File: src/rtl/spc_pkg.sv
// Shared constants and types of the sample path configuration block
package spc_pkg;

	// ----------------------------------------------------------------
	// Register offsets
	// ----------------------------------------------------------------
	localparam logic [7:0] RATE_DIVIDER_OFFSET  = 8'h19; // Sample rate divider
	localparam logic [7:0] SAMPLE_PATH_OFFSET   = 8'h1A; // Sample path configuration
	localparam logic [7:0] ACCEL_RANGE_OFFSET   = 8'h1C; // Range and self-test
	localparam logic [7:0] FILTER_BYPASS_OFFSET = 8'h30; // Filter bypass select bits
	localparam logic [7:0] PATH_STATUS_OFFSET   = 8'h31; // Block status, read only

	// ----------------------------------------------------------------
	// Reset values
	// ----------------------------------------------------------------
	localparam logic [7:0] REG_RESET = 8'h00; // All writable registers

	// ----------------------------------------------------------------
	// Field positions
	// ----------------------------------------------------------------
	localparam int FULL_POLICY_BIT  = 6; // 1 discard new, 0 overwrite oldest
	localparam int SYNC_SEL_LSB     = 3; // Sync tag select [5:3]
	localparam int SYNC_SEL_MSB     = 5;
	localparam int LOWPASS_LSB      = 0; // Lowpass setting [2:0]
	localparam int LOWPASS_MSB      = 2;
	localparam int X_SELFTEST_BIT   = 7;
	localparam int Y_SELFTEST_BIT   = 6;
	localparam int Z_SELFTEST_BIT   = 5;
	localparam int RANGE_LSB        = 3; // Accel range select [4:3]
	localparam int RANGE_MSB        = 4;
	localparam int BYPASS_LSB       = 0; // Filter bypass select [1:0]
	localparam int BYPASS_MSB       = 1;
	localparam int STAT_OVERFLOW    = 0; // Sticky, read clears
	localparam int STAT_SYNC_LATCH  = 1; // Latched frame sync
	localparam int STAT_SYNC_ARMED  = 2; // Latch armed
	localparam int STAT_SYNC_TAG    = 3; // Last captured tag
	localparam int STAT_LOWPASS_ON  = 4; // Lowpass setting in effect
	localparam int STAT_DIVIDER_ON  = 5; // Rate divider in effect

	// ----------------------------------------------------------------
	// Sync tag select codes
	// ----------------------------------------------------------------
	localparam logic [2:0] SYNC_OFF    = 3'h0;
	localparam logic [2:0] SYNC_TEMP   = 3'h1;
	localparam logic [2:0] SYNC_ACCELX = 3'h5;
	localparam logic [2:0] SYNC_ACCELY = 3'h6;
	localparam logic [2:0] SYNC_ACCELZ = 3'h7;

	// ----------------------------------------------------------------
	// Lowpass codes and temperature bandwidths in Hz
	// ----------------------------------------------------------------
	localparam logic [2:0]  LOWPASS_MIN = 3'h1; // Lowest filtering code
	localparam logic [2:0]  LOWPASS_MAX = 3'h6; // Highest filtering code
	localparam logic [12:0] BW_WIDE     = 13'h0FA0; // 4000 Hz
	localparam logic [12:0] BW_CODE1    = 13'h00BC; // 188 Hz
	localparam logic [12:0] BW_CODE2    = 13'h0062; // 98 Hz
	localparam logic [12:0] BW_CODE3    = 13'h002A; // 42 Hz
	localparam logic [12:0] BW_CODE4    = 13'h0014; // 20 Hz
	localparam logic [12:0] BW_CODE5    = 13'h000A; // 10 Hz
	localparam logic [12:0] BW_CODE6    = 13'h0005; // 5 Hz

	// ----------------------------------------------------------------
	// Full scale in g per range code
	// ----------------------------------------------------------------
	localparam logic [4:0] RANGE_2G  = 5'h02;
	localparam logic [4:0] RANGE_4G  = 5'h04;
	localparam logic [4:0] RANGE_8G  = 5'h08;
	localparam logic [4:0] RANGE_16G = 5'h10;

	// ----------------------------------------------------------------
	// Timing
	// ----------------------------------------------------------------
	localparam int CLOCK_HZ         = 200000000; // System clock rate
	localparam int INTERNAL_RATE_HZ = 1000;      // Internal sample rate
	localparam int TICK_CYCLES      = CLOCK_HZ / INTERNAL_RATE_HZ;

	// Overflow handling taken for one sample
	typedef enum logic [1:0] {FIFO_PLAIN, FIFO_OVERWRITE, FIFO_DISCARD} spc_fifo_act_t;

endpackage : spc_pkg

File: src/rtl/spc_rate_strobe.sv
// Internal rate tick and divided sample-rate strobe
`timescale 1ns/1ps
module spc_rate_strobe #(
	parameter int TICK_CYCLES = spc_pkg::TICK_CYCLES
) (
	input  wire logic       clk,
	input  wire logic       reset,
	input  wire logic [7:0] divValue,
	input  wire logic       divEnable,
	output logic            sampleStrobe
);

	localparam int CW = $clog2(TICK_CYCLES);
	localparam logic [CW-1:0] TICK_LAST = CW'(TICK_CYCLES - 1);

	logic [CW-1:0] tickCnt_r;  // Clock cycles within one internal period
	logic [7:0]    sampleCnt_r; // Internal ticks since the last strobe
	logic          tick;        // One-cycle internal rate enable

	assign tick = (tickCnt_r == TICK_LAST);

	// Internal rate divider from the system clock
	always_ff @(posedge clk or posedge reset)
	begin
		if (reset)
			tickCnt_r <= '0;
		else if (tick)
			tickCnt_r <= '0;
		else
			tickCnt_r <= tickCnt_r + 1'b1;
	end

	// Strobe every tick, or every (1 + divider) ticks when it applies
	always_ff @(posedge clk or posedge reset)
	begin
		if (reset)
		begin
			sampleCnt_r  <= 8'h00;
			sampleStrobe <= 1'b0;
		end
		else
		begin
			sampleStrobe <= 1'b0;
			if (tick)
			begin
				if (!divEnable || sampleCnt_r >= divValue)
				begin
					sampleCnt_r  <= 8'h00;
					sampleStrobe <= 1'b1;
				end
				else
					sampleCnt_r <= sampleCnt_r + 8'h01;
			end
		end
	end

endmodule : spc_rate_strobe

File: src/rtl/spc_sync_latch.sv
// Frame sync latch that holds one toggle until a sample strobe takes it
`timescale 1ns/1ps
module spc_sync_latch (
	input  wire logic clk,
	input  wire logic reset,
	input  wire logic frameSyncInput,
	input  wire logic sampleStrobe,
	output logic      syncLatched_r,
	output logic      syncArmed_r,
	output logic      syncTag_r
);

	// Follow one toggle, freeze until a strobe captures it
	always_ff @(posedge clk or posedge reset)
	begin
		if (reset)
		begin
			syncLatched_r <= 1'b0;
			syncArmed_r   <= 1'b1;
			syncTag_r     <= 1'b0;
		end
		else
		begin
			if (sampleStrobe)
				syncTag_r <= syncLatched_r;
			if (syncArmed_r && frameSyncInput != syncLatched_r)
			begin
				syncLatched_r <= frameSyncInput;
				syncArmed_r   <= 1'b0;
			end
			else if (sampleStrobe)
				syncArmed_r <= 1'b1;
		end
	end

endmodule : spc_sync_latch

File: src/rtl/spc_sample_path.sv
// Sample path configuration: registers, sync tagging, overflow policy
//
// Notes on behaviour
// - Full FIFO: policy 1 discards, 0 overwrites
// - Tag select puts sync into chosen bit0
// - Latched sync toggles once until strobe capture
// - Lowpass setting used only when bypass zero
// - Temperature bandwidth follows bypass and lowpass
// - Range code maps to 2,4,8,16 g
// - Strobe is 1 kHz over one plus divider while bypass is zero and lowpass code is 1 to 6, else 1 kHz
//
// Implementation choice: the strobed register port.
`timescale 1ns/1ps
module spc_sample_path #(
	parameter int TICK_CYCLES = spc_pkg::TICK_CYCLES
) (
	input  wire logic        clk,
	input  wire logic        reset,
	// Register port
	input  wire logic [7:0]  regAddr,
	input  wire logic [7:0]  regWrData,
	input  wire logic        regWrite,
	input  wire logic        regRead,
	output logic      [7:0]  regRdData_r,
	// Sensor data and frame sync
	input  wire logic        frameSyncInput,
	input  wire logic [7:0]  tempLowIn,
	input  wire logic [7:0]  accelXLowIn,
	input  wire logic [7:0]  accelYLowIn,
	input  wire logic [7:0]  accelZLowIn,
	// FIFO side
	input  wire logic        fifoFull,
	output logic             fifoWrite_r,
	output logic             fifoDropOldest_r,
	// Sample outputs
	output logic             sampleStrobe_r,
	output logic      [7:0]  tempLowOut_r,
	output logic      [7:0]  accelXLowOut_r,
	output logic      [7:0]  accelYLowOut_r,
	output logic      [7:0]  accelZLowOut_r,
	// Configuration outputs
	output logic      [12:0] tempBandwidthHz_r,
	output logic      [2:0]  lowpassApplied_r,
	output logic             lowpassActive_r,
	output logic      [4:0]  accelRangeG_r,
	output logic             xAxisSelftest_r,
	output logic             yAxisSelftest_r,
	output logic             zAxisSelftest_r
);

	// ----------------------------------------------------------------
	// Functions
	// ----------------------------------------------------------------

	// Temperature bandwidth for bypass bits and lowpass code
	function automatic logic [12:0] spc_temp_bw(input logic [1:0] bypass,
		input logic [2:0] code);
		logic [12:0] bw;
		bw = spc_pkg::BW_WIDE;
		if (bypass == 2'h0)
		begin
			case (code)
				3'h1:    bw = spc_pkg::BW_CODE1;
				3'h2:    bw = spc_pkg::BW_CODE2;
				3'h3:    bw = spc_pkg::BW_CODE3;
				3'h4:    bw = spc_pkg::BW_CODE4;
				3'h5:    bw = spc_pkg::BW_CODE5;
				3'h6:    bw = spc_pkg::BW_CODE6;
				default: bw = spc_pkg::BW_WIDE; // Codes 0 and 7 stay wide
			endcase
		end
		return bw;
	endfunction : spc_temp_bw

	// Full scale in g for the range code
	function automatic logic [4:0] spc_range_g(input logic [1:0] code);
		logic [4:0] g;
		case (code)
			2'h0:    g = spc_pkg::RANGE_2G;
			2'h1:    g = spc_pkg::RANGE_4G;
			2'h2:    g = spc_pkg::RANGE_8G;
			default: g = spc_pkg::RANGE_16G;
		endcase
		return g;
	endfunction : spc_range_g

	// Low byte with bit 0 replaced when this byte is the chosen one
	function automatic logic [7:0] spc_tag(input logic [7:0] data,
		input logic hit, input logic tag);
		return hit ? {data[7:1], tag} : data;
	endfunction : spc_tag

	// ----------------------------------------------------------------
	// Registers and decode
	// ----------------------------------------------------------------
	logic [7:0] rateDivider_r;  // Sample rate divider
	logic [7:0] samplePath_r;   // Policy, tag select, lowpass setting
	logic [7:0] accelRange_r;   // Self-test bits and range code
	logic [1:0] filterBypass_r; // Filter bypass select bits
	logic       overflowSeen_r; // Sticky FIFO full event

	logic [2:0] syncSelect;     // Sync tag select field
	logic [2:0] lowpassSetting; // Lowpass setting field
	logic       lowpassOn;      // Setting applies
	logic       dividerOn;      // Divider applies
	logic       sampleStrobe;   // Strobe from the rate divider
	logic       syncLatched;    // Latch state
	logic       syncArmed;      // Latch free to follow
	logic       syncTag;        // Value taken by the strobe
	logic       statusRead;     // Read of the status register
	logic       overflowEvent;  // Sample met a full FIFO
	logic [7:0] statusWord;     // Assembled status
	spc_pkg::spc_fifo_act_t fifoAct; // Handling of this sample

	assign syncSelect     = samplePath_r[spc_pkg::SYNC_SEL_MSB:spc_pkg::SYNC_SEL_LSB];
	assign lowpassSetting = samplePath_r[spc_pkg::LOWPASS_MSB:spc_pkg::LOWPASS_LSB];
	assign lowpassOn      = (filterBypass_r == 2'h0);
	assign dividerOn      = lowpassOn && lowpassSetting >= spc_pkg::LOWPASS_MIN
		&& lowpassSetting <= spc_pkg::LOWPASS_MAX;
	assign statusRead     = regRead && regAddr == spc_pkg::PATH_STATUS_OFFSET;

	// Software writes; reserved bits of the path and range registers are stored as
	// written (bypass keeps only [1:0]) and are the host's to keep at zero, they steer nothing here
	always_ff @(posedge clk or posedge reset)
	begin
		if (reset)
		begin
			rateDivider_r  <= spc_pkg::REG_RESET;
			samplePath_r   <= spc_pkg::REG_RESET;
			accelRange_r   <= spc_pkg::REG_RESET;
			filterBypass_r <= 2'h0;
		end
		else if (regWrite)
		begin
			if (regAddr == spc_pkg::RATE_DIVIDER_OFFSET)
				rateDivider_r <= regWrData;
			else if (regAddr == spc_pkg::SAMPLE_PATH_OFFSET)
				samplePath_r <= regWrData;
			else if (regAddr == spc_pkg::ACCEL_RANGE_OFFSET)
				accelRange_r <= regWrData;
			else if (regAddr == spc_pkg::FILTER_BYPASS_OFFSET)
				filterBypass_r <= regWrData[spc_pkg::BYPASS_MSB:spc_pkg::BYPASS_LSB];
		end
	end

	// Status word, unused bits read zero
	always_comb
	begin
		statusWord = 8'h00;
		statusWord[spc_pkg::STAT_OVERFLOW]   = overflowSeen_r;
		statusWord[spc_pkg::STAT_SYNC_LATCH] = syncLatched;
		statusWord[spc_pkg::STAT_SYNC_ARMED] = syncArmed;
		statusWord[spc_pkg::STAT_SYNC_TAG]   = syncTag;
		statusWord[spc_pkg::STAT_LOWPASS_ON] = lowpassOn;
		statusWord[spc_pkg::STAT_DIVIDER_ON] = dividerOn;
	end

	// Read data stand one cycle after the strobe, zero otherwise
	always_ff @(posedge clk or posedge reset)
	begin
		if (reset)
			regRdData_r <= 8'h00;
		else if (!regRead)
			regRdData_r <= 8'h00;
		else if (regAddr == spc_pkg::RATE_DIVIDER_OFFSET)
			regRdData_r <= rateDivider_r;
		else if (regAddr == spc_pkg::SAMPLE_PATH_OFFSET)
			regRdData_r <= samplePath_r;
		else if (regAddr == spc_pkg::ACCEL_RANGE_OFFSET)
			regRdData_r <= accelRange_r;
		else if (regAddr == spc_pkg::FILTER_BYPASS_OFFSET)
			regRdData_r <= {6'h00, filterBypass_r};
		else if (regAddr == spc_pkg::PATH_STATUS_OFFSET)
			regRdData_r <= statusWord;
		else
			regRdData_r <= 8'h00; // Unmapped address
	end

	// Sticky overflow; a new event beats the clear of a status read
	always_ff @(posedge clk or posedge reset)
	begin
		if (reset)
			overflowSeen_r <= 1'b0;
		else if (overflowEvent)
			overflowSeen_r <= 1'b1;
		else if (statusRead)
			overflowSeen_r <= 1'b0;
	end

	// ----------------------------------------------------------------
	// Rate strobe and frame sync latch
	// ----------------------------------------------------------------
	spc_rate_strobe #(
		.TICK_CYCLES (TICK_CYCLES)
	) u_rate (
		.clk          (clk),
		.reset        (reset),
		.divValue     (rateDivider_r),
		.divEnable    (dividerOn),
		.sampleStrobe (sampleStrobe)
	);

	spc_sync_latch u_sync (
		.clk            (clk),
		.reset          (reset),
		.frameSyncInput (frameSyncInput),
		.sampleStrobe   (sampleStrobe),
		.syncLatched_r  (syncLatched),
		.syncArmed_r    (syncArmed),
		.syncTag_r      (syncTag)
	);

	// ----------------------------------------------------------------
	// Sample capture and FIFO policy
	// ----------------------------------------------------------------

	// Choose overflow handling; the FIFO itself moves the data
	always_comb
	begin
		fifoAct = spc_pkg::FIFO_PLAIN;
		if (fifoFull && samplePath_r[spc_pkg::FULL_POLICY_BIT])
			fifoAct = spc_pkg::FIFO_DISCARD;
		else if (fifoFull)
			fifoAct = spc_pkg::FIFO_OVERWRITE;
	end

	assign overflowEvent = sampleStrobe_r && fifoFull;

	// Capture one cycle after the strobe, once the tag has settled
	always_ff @(posedge clk or posedge reset)
	begin
		if (reset)
		begin
			sampleStrobe_r <= 1'b0;
			tempLowOut_r   <= 8'h00;
			accelXLowOut_r <= 8'h00;
			accelYLowOut_r <= 8'h00;
			accelZLowOut_r <= 8'h00;
		end
		else
		begin
			sampleStrobe_r <= sampleStrobe;
			if (sampleStrobe_r)
			begin
				tempLowOut_r   <= spc_tag(tempLowIn,
					syncSelect == spc_pkg::SYNC_TEMP, syncTag);
				accelXLowOut_r <= spc_tag(accelXLowIn,
					syncSelect == spc_pkg::SYNC_ACCELX, syncTag);
				accelYLowOut_r <= spc_tag(accelYLowIn,
					syncSelect == spc_pkg::SYNC_ACCELY, syncTag);
				accelZLowOut_r <= spc_tag(accelZLowIn,
					syncSelect == spc_pkg::SYNC_ACCELZ, syncTag);
			end
		end
	end

	// FIFO pulses beside the captured bytes
	always_ff @(posedge clk or posedge reset)
	begin
		if (reset)
		begin
			fifoWrite_r      <= 1'b0;
			fifoDropOldest_r <= 1'b0;
		end
		else
		begin
			fifoWrite_r      <= sampleStrobe_r && fifoAct != spc_pkg::FIFO_DISCARD;
			fifoDropOldest_r <= sampleStrobe_r && fifoAct == spc_pkg::FIFO_OVERWRITE;
		end
	end

	// ----------------------------------------------------------------
	// Configuration outputs
	// ----------------------------------------------------------------

	// Filter and range decode held in flops
	always_ff @(posedge clk or posedge reset)
	begin
		if (reset)
		begin
			tempBandwidthHz_r <= spc_pkg::BW_WIDE;
			lowpassApplied_r  <= 3'h0;
			lowpassActive_r   <= 1'b1;
			accelRangeG_r     <= spc_pkg::RANGE_2G;
			xAxisSelftest_r   <= 1'b0;
			yAxisSelftest_r   <= 1'b0;
			zAxisSelftest_r   <= 1'b0;
		end
		else
		begin
			tempBandwidthHz_r <= spc_temp_bw(filterBypass_r, lowpassSetting);
			lowpassApplied_r  <= lowpassOn ? lowpassSetting : 3'h0;
			lowpassActive_r   <= lowpassOn;
			accelRangeG_r     <= spc_range_g(
				accelRange_r[spc_pkg::RANGE_MSB:spc_pkg::RANGE_LSB]);
			xAxisSelftest_r   <= accelRange_r[spc_pkg::X_SELFTEST_BIT];
			yAxisSelftest_r   <= accelRange_r[spc_pkg::Y_SELFTEST_BIT];
			zAxisSelftest_r   <= accelRange_r[spc_pkg::Z_SELFTEST_BIT];
		end
	end

endmodule : spc_sample_path

File: config.mk
export PLATFORM = sky130hd
export DESIGN_NAME = spc_sample_path
export DESIGN_NICKNAME = d
export VERILOG_FILES = /design/src/rtl/spc_pkg.sv /design/src/rtl/spc_rate_strobe.sv /design/src/rtl/spc_sync_latch.sv /design/src/rtl/spc_sample_path.sv
export SDC_FILE = /design/constraint.sdc
export NUM_CORES = 1
export LEC_CHECK = 0
export ABC_CLOCK_PERIOD_IN_PS = 10200
export BUFFER_PORTS_ARGS = -buffer_cell sky130_fd_sc_hd__buf_2
export CAP_MARGIN = 20
export CORE_MARGIN = 2
export CORE_UTILIZATION = 45
export DETAILED_ROUTE_END_ITERATION = 10
export PLACE_DENSITY = 0.68
export SETUP_SLACK_MARGIN = 0.5
export SLEW_MARGIN = 15
export SYNTH_ARGS = -nofsm -noshare
export SYNTH_HDL_FRONTEND = slang
export SYNTH_SLANG_ARGS = --single-unit
File: constraint.sdc
create_clock -name clk -period 10.2 [get_ports clk]
set_input_delay 2.04 -clock clk [delete_from_list [all_inputs] [get_ports clk]]
set_output_delay 2.04 -clock clk [all_outputs]
set_load 0.005 [all_outputs]
* Yosys cells after proc, flatten, opt, wreduce, memory -nomap -nowiden *
Index checks and enable logic that the tools add are counted.

storage, ports and cells
  flip-flop bits (word level) = 125
  word-level logic and storage cells = 97

operators by class
  $add $sub $neg = 2
  magnitude comparators = 3
  eq/ne operators = 21
  multiplexer cells = 24
  bitwise gates (word level) = 3
  reduce and logical (&&, ||, !) cells = 18

operators with widths
  cell                     count
  $pmux W12 S6             1
  $mux W8                  5
  $eq A8 B5 Y1 const B     3
  $add A18 B1 Y18 const B  1
  $eq A18 B18 Y1 const B   1
  $eq A3 B3 Y1 const B     6
  $mux W18                 1
  $eq A8 B6 Y1 const B     2
  $pmux W5 S3              1
  $mux W12                 1
  $mux W6                  2
  $mux W1                  11
  $add A8 B1 Y8 const B    1
  $ge A8 B8 Y1             1
  $logic_and A1 B1 Y1      8
  $eq A3 B1 Y1 const B     2
  $eq A3 B2 Y1 const B     2
  $reduce_and A5 Y1        1
  $eq A2 B1 Y1 const B     2
  $logic_not A2 Y1         2
  $reduce_and A4 Y1        1
  $reduce_bool A2 Y1       2
  $ge A3 B1 Y1 const B     1
  $le A3 B3 Y1 const B     1
  other kinds (10)         12

* Depth between registers and ports, before layout *
  word-level depth = 9
  mapped depth = 7
  depth with buffers taken out = 7

* Modules after synthesis *
From an unflattened synthesis, not the netlist that was laid out.

second synthesis, totals
  cells, all modules = 449
  area, all modules = 5,467.7 µm²

by module, submodules not included
  module           times used  cells each  area each (µm²)  sequential area each (µm²)
  spc_sample_path  1           292         3,857.4          2,258.4
  spc_rate_strobe  1           149         1,483.9          675.6
  spc_sync_latch   1           8           126.4            76.3

* Least setup slack after synthesis *
Ideal clock, no wire load.

  path kind = input to register
  start point = in regAddr[7]
  end point = reg samplePath_r[0]
  library setup time = 0.128 ns
  data arrival time = 3.056 ns
  data required time = 10.072 ns
  setup slack = 7.016 ns
  stages on the path = 4
  path buffers = 0
  cell sequence = nand2b_4 > nor4_4 > nand3_2 > mux2_1

on the way
  longest elaborated chain between the ends = 3
  elaborated cells between the ends (all ways) = 4
  those cells by class = eq/ne (2); bitwise (1); reduce/logical (1)

RTL lines
  item                                    line                    RTL
  start: declaration                      spc_sample_path.sv:20   input wire logic [7:0] regAddr,
  $eq A8 B5 Y1                            spc_sample_path.sv:135  if (regAddr == spc_pkg::RATE_DIVIDER_OFFSET)
  $not A1 Y1 (no source line)             --
  $reduce_and A3 Y1 (no source line) (*)  --
  end signal: assignment                  spc_sample_path.sv:129  samplePath_r <= spc_pkg::REG_RESET;
  end signal: assignment                  spc_sample_path.sv:138  samplePath_r <= regWrData;
  end: declaration                        spc_sample_path.sv:97   logic [7:0] samplePath_r;

Every way passes the cells marked *; elsewhere a longest branch is shown, timed or not.
A chain may end at the register's enable or synchronous reset.

* Final worst setup path *
  start point = reg sampleStrobe_r
  end point = out sampleStrobe_r

RTL lines
  item                      line                    RTL
  start: declaration        spc_sample_path.sv:36   output logic sampleStrobe_r,
  start signal: assignment  spc_sample_path.sv:242  sampleStrobe_r <= sampleStrobe;

No word-level cell between the ends.

==> results.sh <==
export IMPL_grt_setup_unrepaired="no"
export IMPL_clk_insertion_delay_late_ps=410
export IMPL_rr_worst_depth=7
export IMPL_holdWs_ps=414
export IMPL_critPathLaunchType="flop"
export IMPL_tightest_slew_ps=773
export IMPL_fin_crit_sh=0.332
export IMPL_grt_total_usage=0.191
export IMPL_crit_fanout=39
export IMPL_min_path_type="flop to flop"
export IMPL_netlist_instances=443
export IMPL_grt_pass1_wl_mm=19.1
export IMPL_synth_edf_count=0
export IMPL_utilization=0.566
export IMPL_synthesis_area_um2=5430
export IMPL_area_growth_pct=24.2
export IMPL_synth_seq_cells=120
export IMPL_grt_max_degree=86
export IMPL_clockBufferDepth=2
export IMPL_hpwl_mm=8.22
export IMPL_hold_depth=0
export IMPL_ys_async_sr_fraction=1.00
export IMPL_fmax_ghz=0.295
export IMPL_slew_violations=0
export IMPL_power_frac_comb=0.053
export IMPL_min_to="zAxisSelftest_r"
export IMPL_ys_types=58
export IMPL_post_drt_wl_per_cell_um=16.1
export IMPL_rows=40
export IMPL_end_kind="output pin"
export IMPL_via_count=3856
export IMPL_ys_seq_area_frac=0.554
export IMPL_fp_coreArea_um2=11900
export IMPL_cts_htree_levels=4
export IMPL_first_pass_iters=4
export IMPL_p_seq_frac=0.419
export IMPL_initial_core_util=0.456
export IMPL_reg2reg_setup_slack_ps=8100
export IMPL_hold_buffers=0
export IMPL_synth_top_area_share=0.525
export IMPL_internal_power_mw=0.927
export IMPL_clkPwrFrac=0.528
export IMPL_cts_root_buf="clkbuf_16"
export IMPL_grt_pass1_vias=3852
export IMPL_clkSinkCount=120
export IMPL_cts_setup_buffers=0
export IMPL_drt_initial_drc_count=166
export IMPL_setup_tns_ps=0
export IMPL_ant_nets=0
export IMPL_fp_dieW_um=114
export IMPL_diodes=0
export IMPL_gp_congestion=0.891
export IMPL_worst_endpoint_required_ps=8160
export IMPL_fin_nets=630
export IMPL_cts_tree="done"
export IMPL_drive_gt1_frac=0.402
export IMPL_synth_top_area_cell="dfrtp_1"
export IMPL_min_delay_start="accelRange_r[5]"
export IMPL_postCtsResizedCells=0
export IMPL_drcViolationCount=0
export IMPL_synth_common_cells="114 x dfrtp_1, 57 x mux2_2, 36 x nand2_1, 25 x nor2_1, 12 x nand3_1"
export IMPL_power_density_nw_per_um2=175
export IMPL_r2r_start="rateDivider_r[2]"
export IMPL_grt_overflow=0
export IMPL_slew_headroom=0.482
export IMPL_avgSynthCellArea_um2=12.3
export IMPL_hold_viol_final=0
export IMPL_path_clk_slew_ps=50
export IMPL_drt_wl_total_mm=11.7
export IMPL_synth_area_leaders="dfrtp_1 53%, mux2_2 12%, dfstp_2 2.9%, nand2_1 2.5%, ha_1 2.3%"
export IMPL_die_area_um2=13000
export IMPL_skew_ps=9.18
export IMPL_p_leak_nw=3.42
export IMPL_crit_type="flop to output pin"
export IMPL_p_switching_mw=0.257
export IMPL_max_cap_viol_count=0
export IMPL_synth_main_ff_cell="dfrtp_1"
export IMPL_vias_per_cell=5.31
export IMPL_die_h_um=114
export IMPL_cts_inserted_buffers=17
export IMPL_crit_arrival_ps=1350
export IMPL_port_buffers=119
export IMPL_setup_viol=0
export IMPL_yosysMostFrequentCell="dfrtp_1"
export IMPL_ir_drop_mv=0.131
export IMPL_p_sw_frac=0.217
export IMPL_io_pins=122
export IMPL_period_minus_slack_ps=3390
export IMPL_timing_rr_end="u_rate.sampleCnt_r[4]"
export IMPL_antenna_found_initial=0
export IMPL_synth_warnings=0
export IMPL_status="completed"
==> layer usage <==
| metal | share of wire | GRT usage | up-vias | wire [um] |
|---|---|---|---|---|
| met2 | 0.48 | 0.308 | 135 | 5570 |
| met4 | 0.020 | 0.0797 | 0 | 238 |
| li1 | - | - | 1804 | - |
| met5 | 0 | 0 | - | 0 |
| met1 | 0.44 | 0.241 | 1896 | 5130 |
| met3 | 0.063 | 0.0579 | 21 | 740 |
==> how the worst max path moves through the flow <==
stage                        start                to  slack [ps]  cells after the start
floorplan                    reset  accelRangeG_r[2]        4980                      1
global placement             reset    regRdData_r[7]        6700                      3
detailed placement           reset   yAxisSelftest_r        6620                      3
CTS                 sampleStrobe_r    sampleStrobe_r        6790                      2
global route        sampleStrobe_r    sampleStrobe_r        6740                      2
finish              sampleStrobe_r    sampleStrobe_r        6810                      2
==> critical path, cell delays in order, from the launching register on <==
cell,delay [ps]
dfrtp_1,320
buf_4,400
buf_2,200
==> stage by stage <==
step           setup slack (ps)  power (mW)  cell area, um2  instances
6_report                   6810        1.18            6740        726
5_1_grt                    6740        1.23            6740        726
4_1_cts                    6790        1.20            6720        725
3_5_place_dp               6620       0.566            6100        693
3_3_place_gp               6700       0.563            6100        693
2_1_floorplan              4980       0.540            5430        444
==> power groups by stage <==
stage                     Sequential, mW  Clock [mW]  Combinational [mW]
after floorplan                    0.501           0              0.0392
after global placement             0.503           0              0.0604
after detailed placement           0.503           0              0.0623
after CTS                          0.495       0.638              0.0632
after global routing               0.496       0.660              0.0712
final                              0.495       0.625              0.0633
==> flip-flops by register name, indices dropped and copies added (netlist names), 2 cells and up <==
signal / flops
accelRangeG_r: 4
accelZLowOut_r: 8
u_rate.sampleCnt_r: 8
lowpassApplied_r: 3
filterBypass_r: 2
samplePath_r: 8
regRdData_r: 8
rateDivider_r: 8
accelRange_r: 8
u_rate.tickCnt_r: 18
accelXLowOut_r: 8
tempBandwidthHz_r: 9
accelYLowOut_r: 8
tempLowOut_r: 8
==> final cells by class <==
cell class / count / area, um2
clock buffer: 19 / 443
clock inverter: 13 / 178
fill: 1012 / 5170
inverter: 11 / 43.8
multi-input combinational: 294 / 2250
sequential: 120 / 3010
tap: 147 / 184
timing repair buffer: 122 / 638
==> cells by family after synthesis <==
kind of cell	count (synthesis)	synth area share
flops	120	0.554
buf+inv	30	0.0325
fa+ha+maj	10	0.0230
compound gates	60	0.0781
xor+xnor	16	0.0258
simple gates	141	0.152
other cells	1	0.000691
mux	65	0.133
==> layout by cell type, fill, tap and decap left out, types with 3 or more instances in the layout <==
cell type,n
a22oi_1,6
a31oi_1,4
nor3_1,6
nand2_1,36
dfrtp_1,114
clkbuf_16,17
nand4_1,5
a21oi_1,6
bufinv_16,4
a21boi_0,6
and3_1,6
xor2_1,6
nor2_1,25
xnor2_1,10
o21ai_0,3
buf_2,119
a211o_1,3
nor2b_1,10
o22ai_1,6
inv_1,10
a22o_1,8
ha_1,10
clkinv_2,5
mux2i_1,7
nand3_2,3
dfstp_2,6
o211ai_1,3
o21ai_1,3
and2_1,8
mux2_2,57
nand2b_1,7
nand3_1,12
o21a_1,7
No activity file was read; power rests on OpenSTA's default activity.
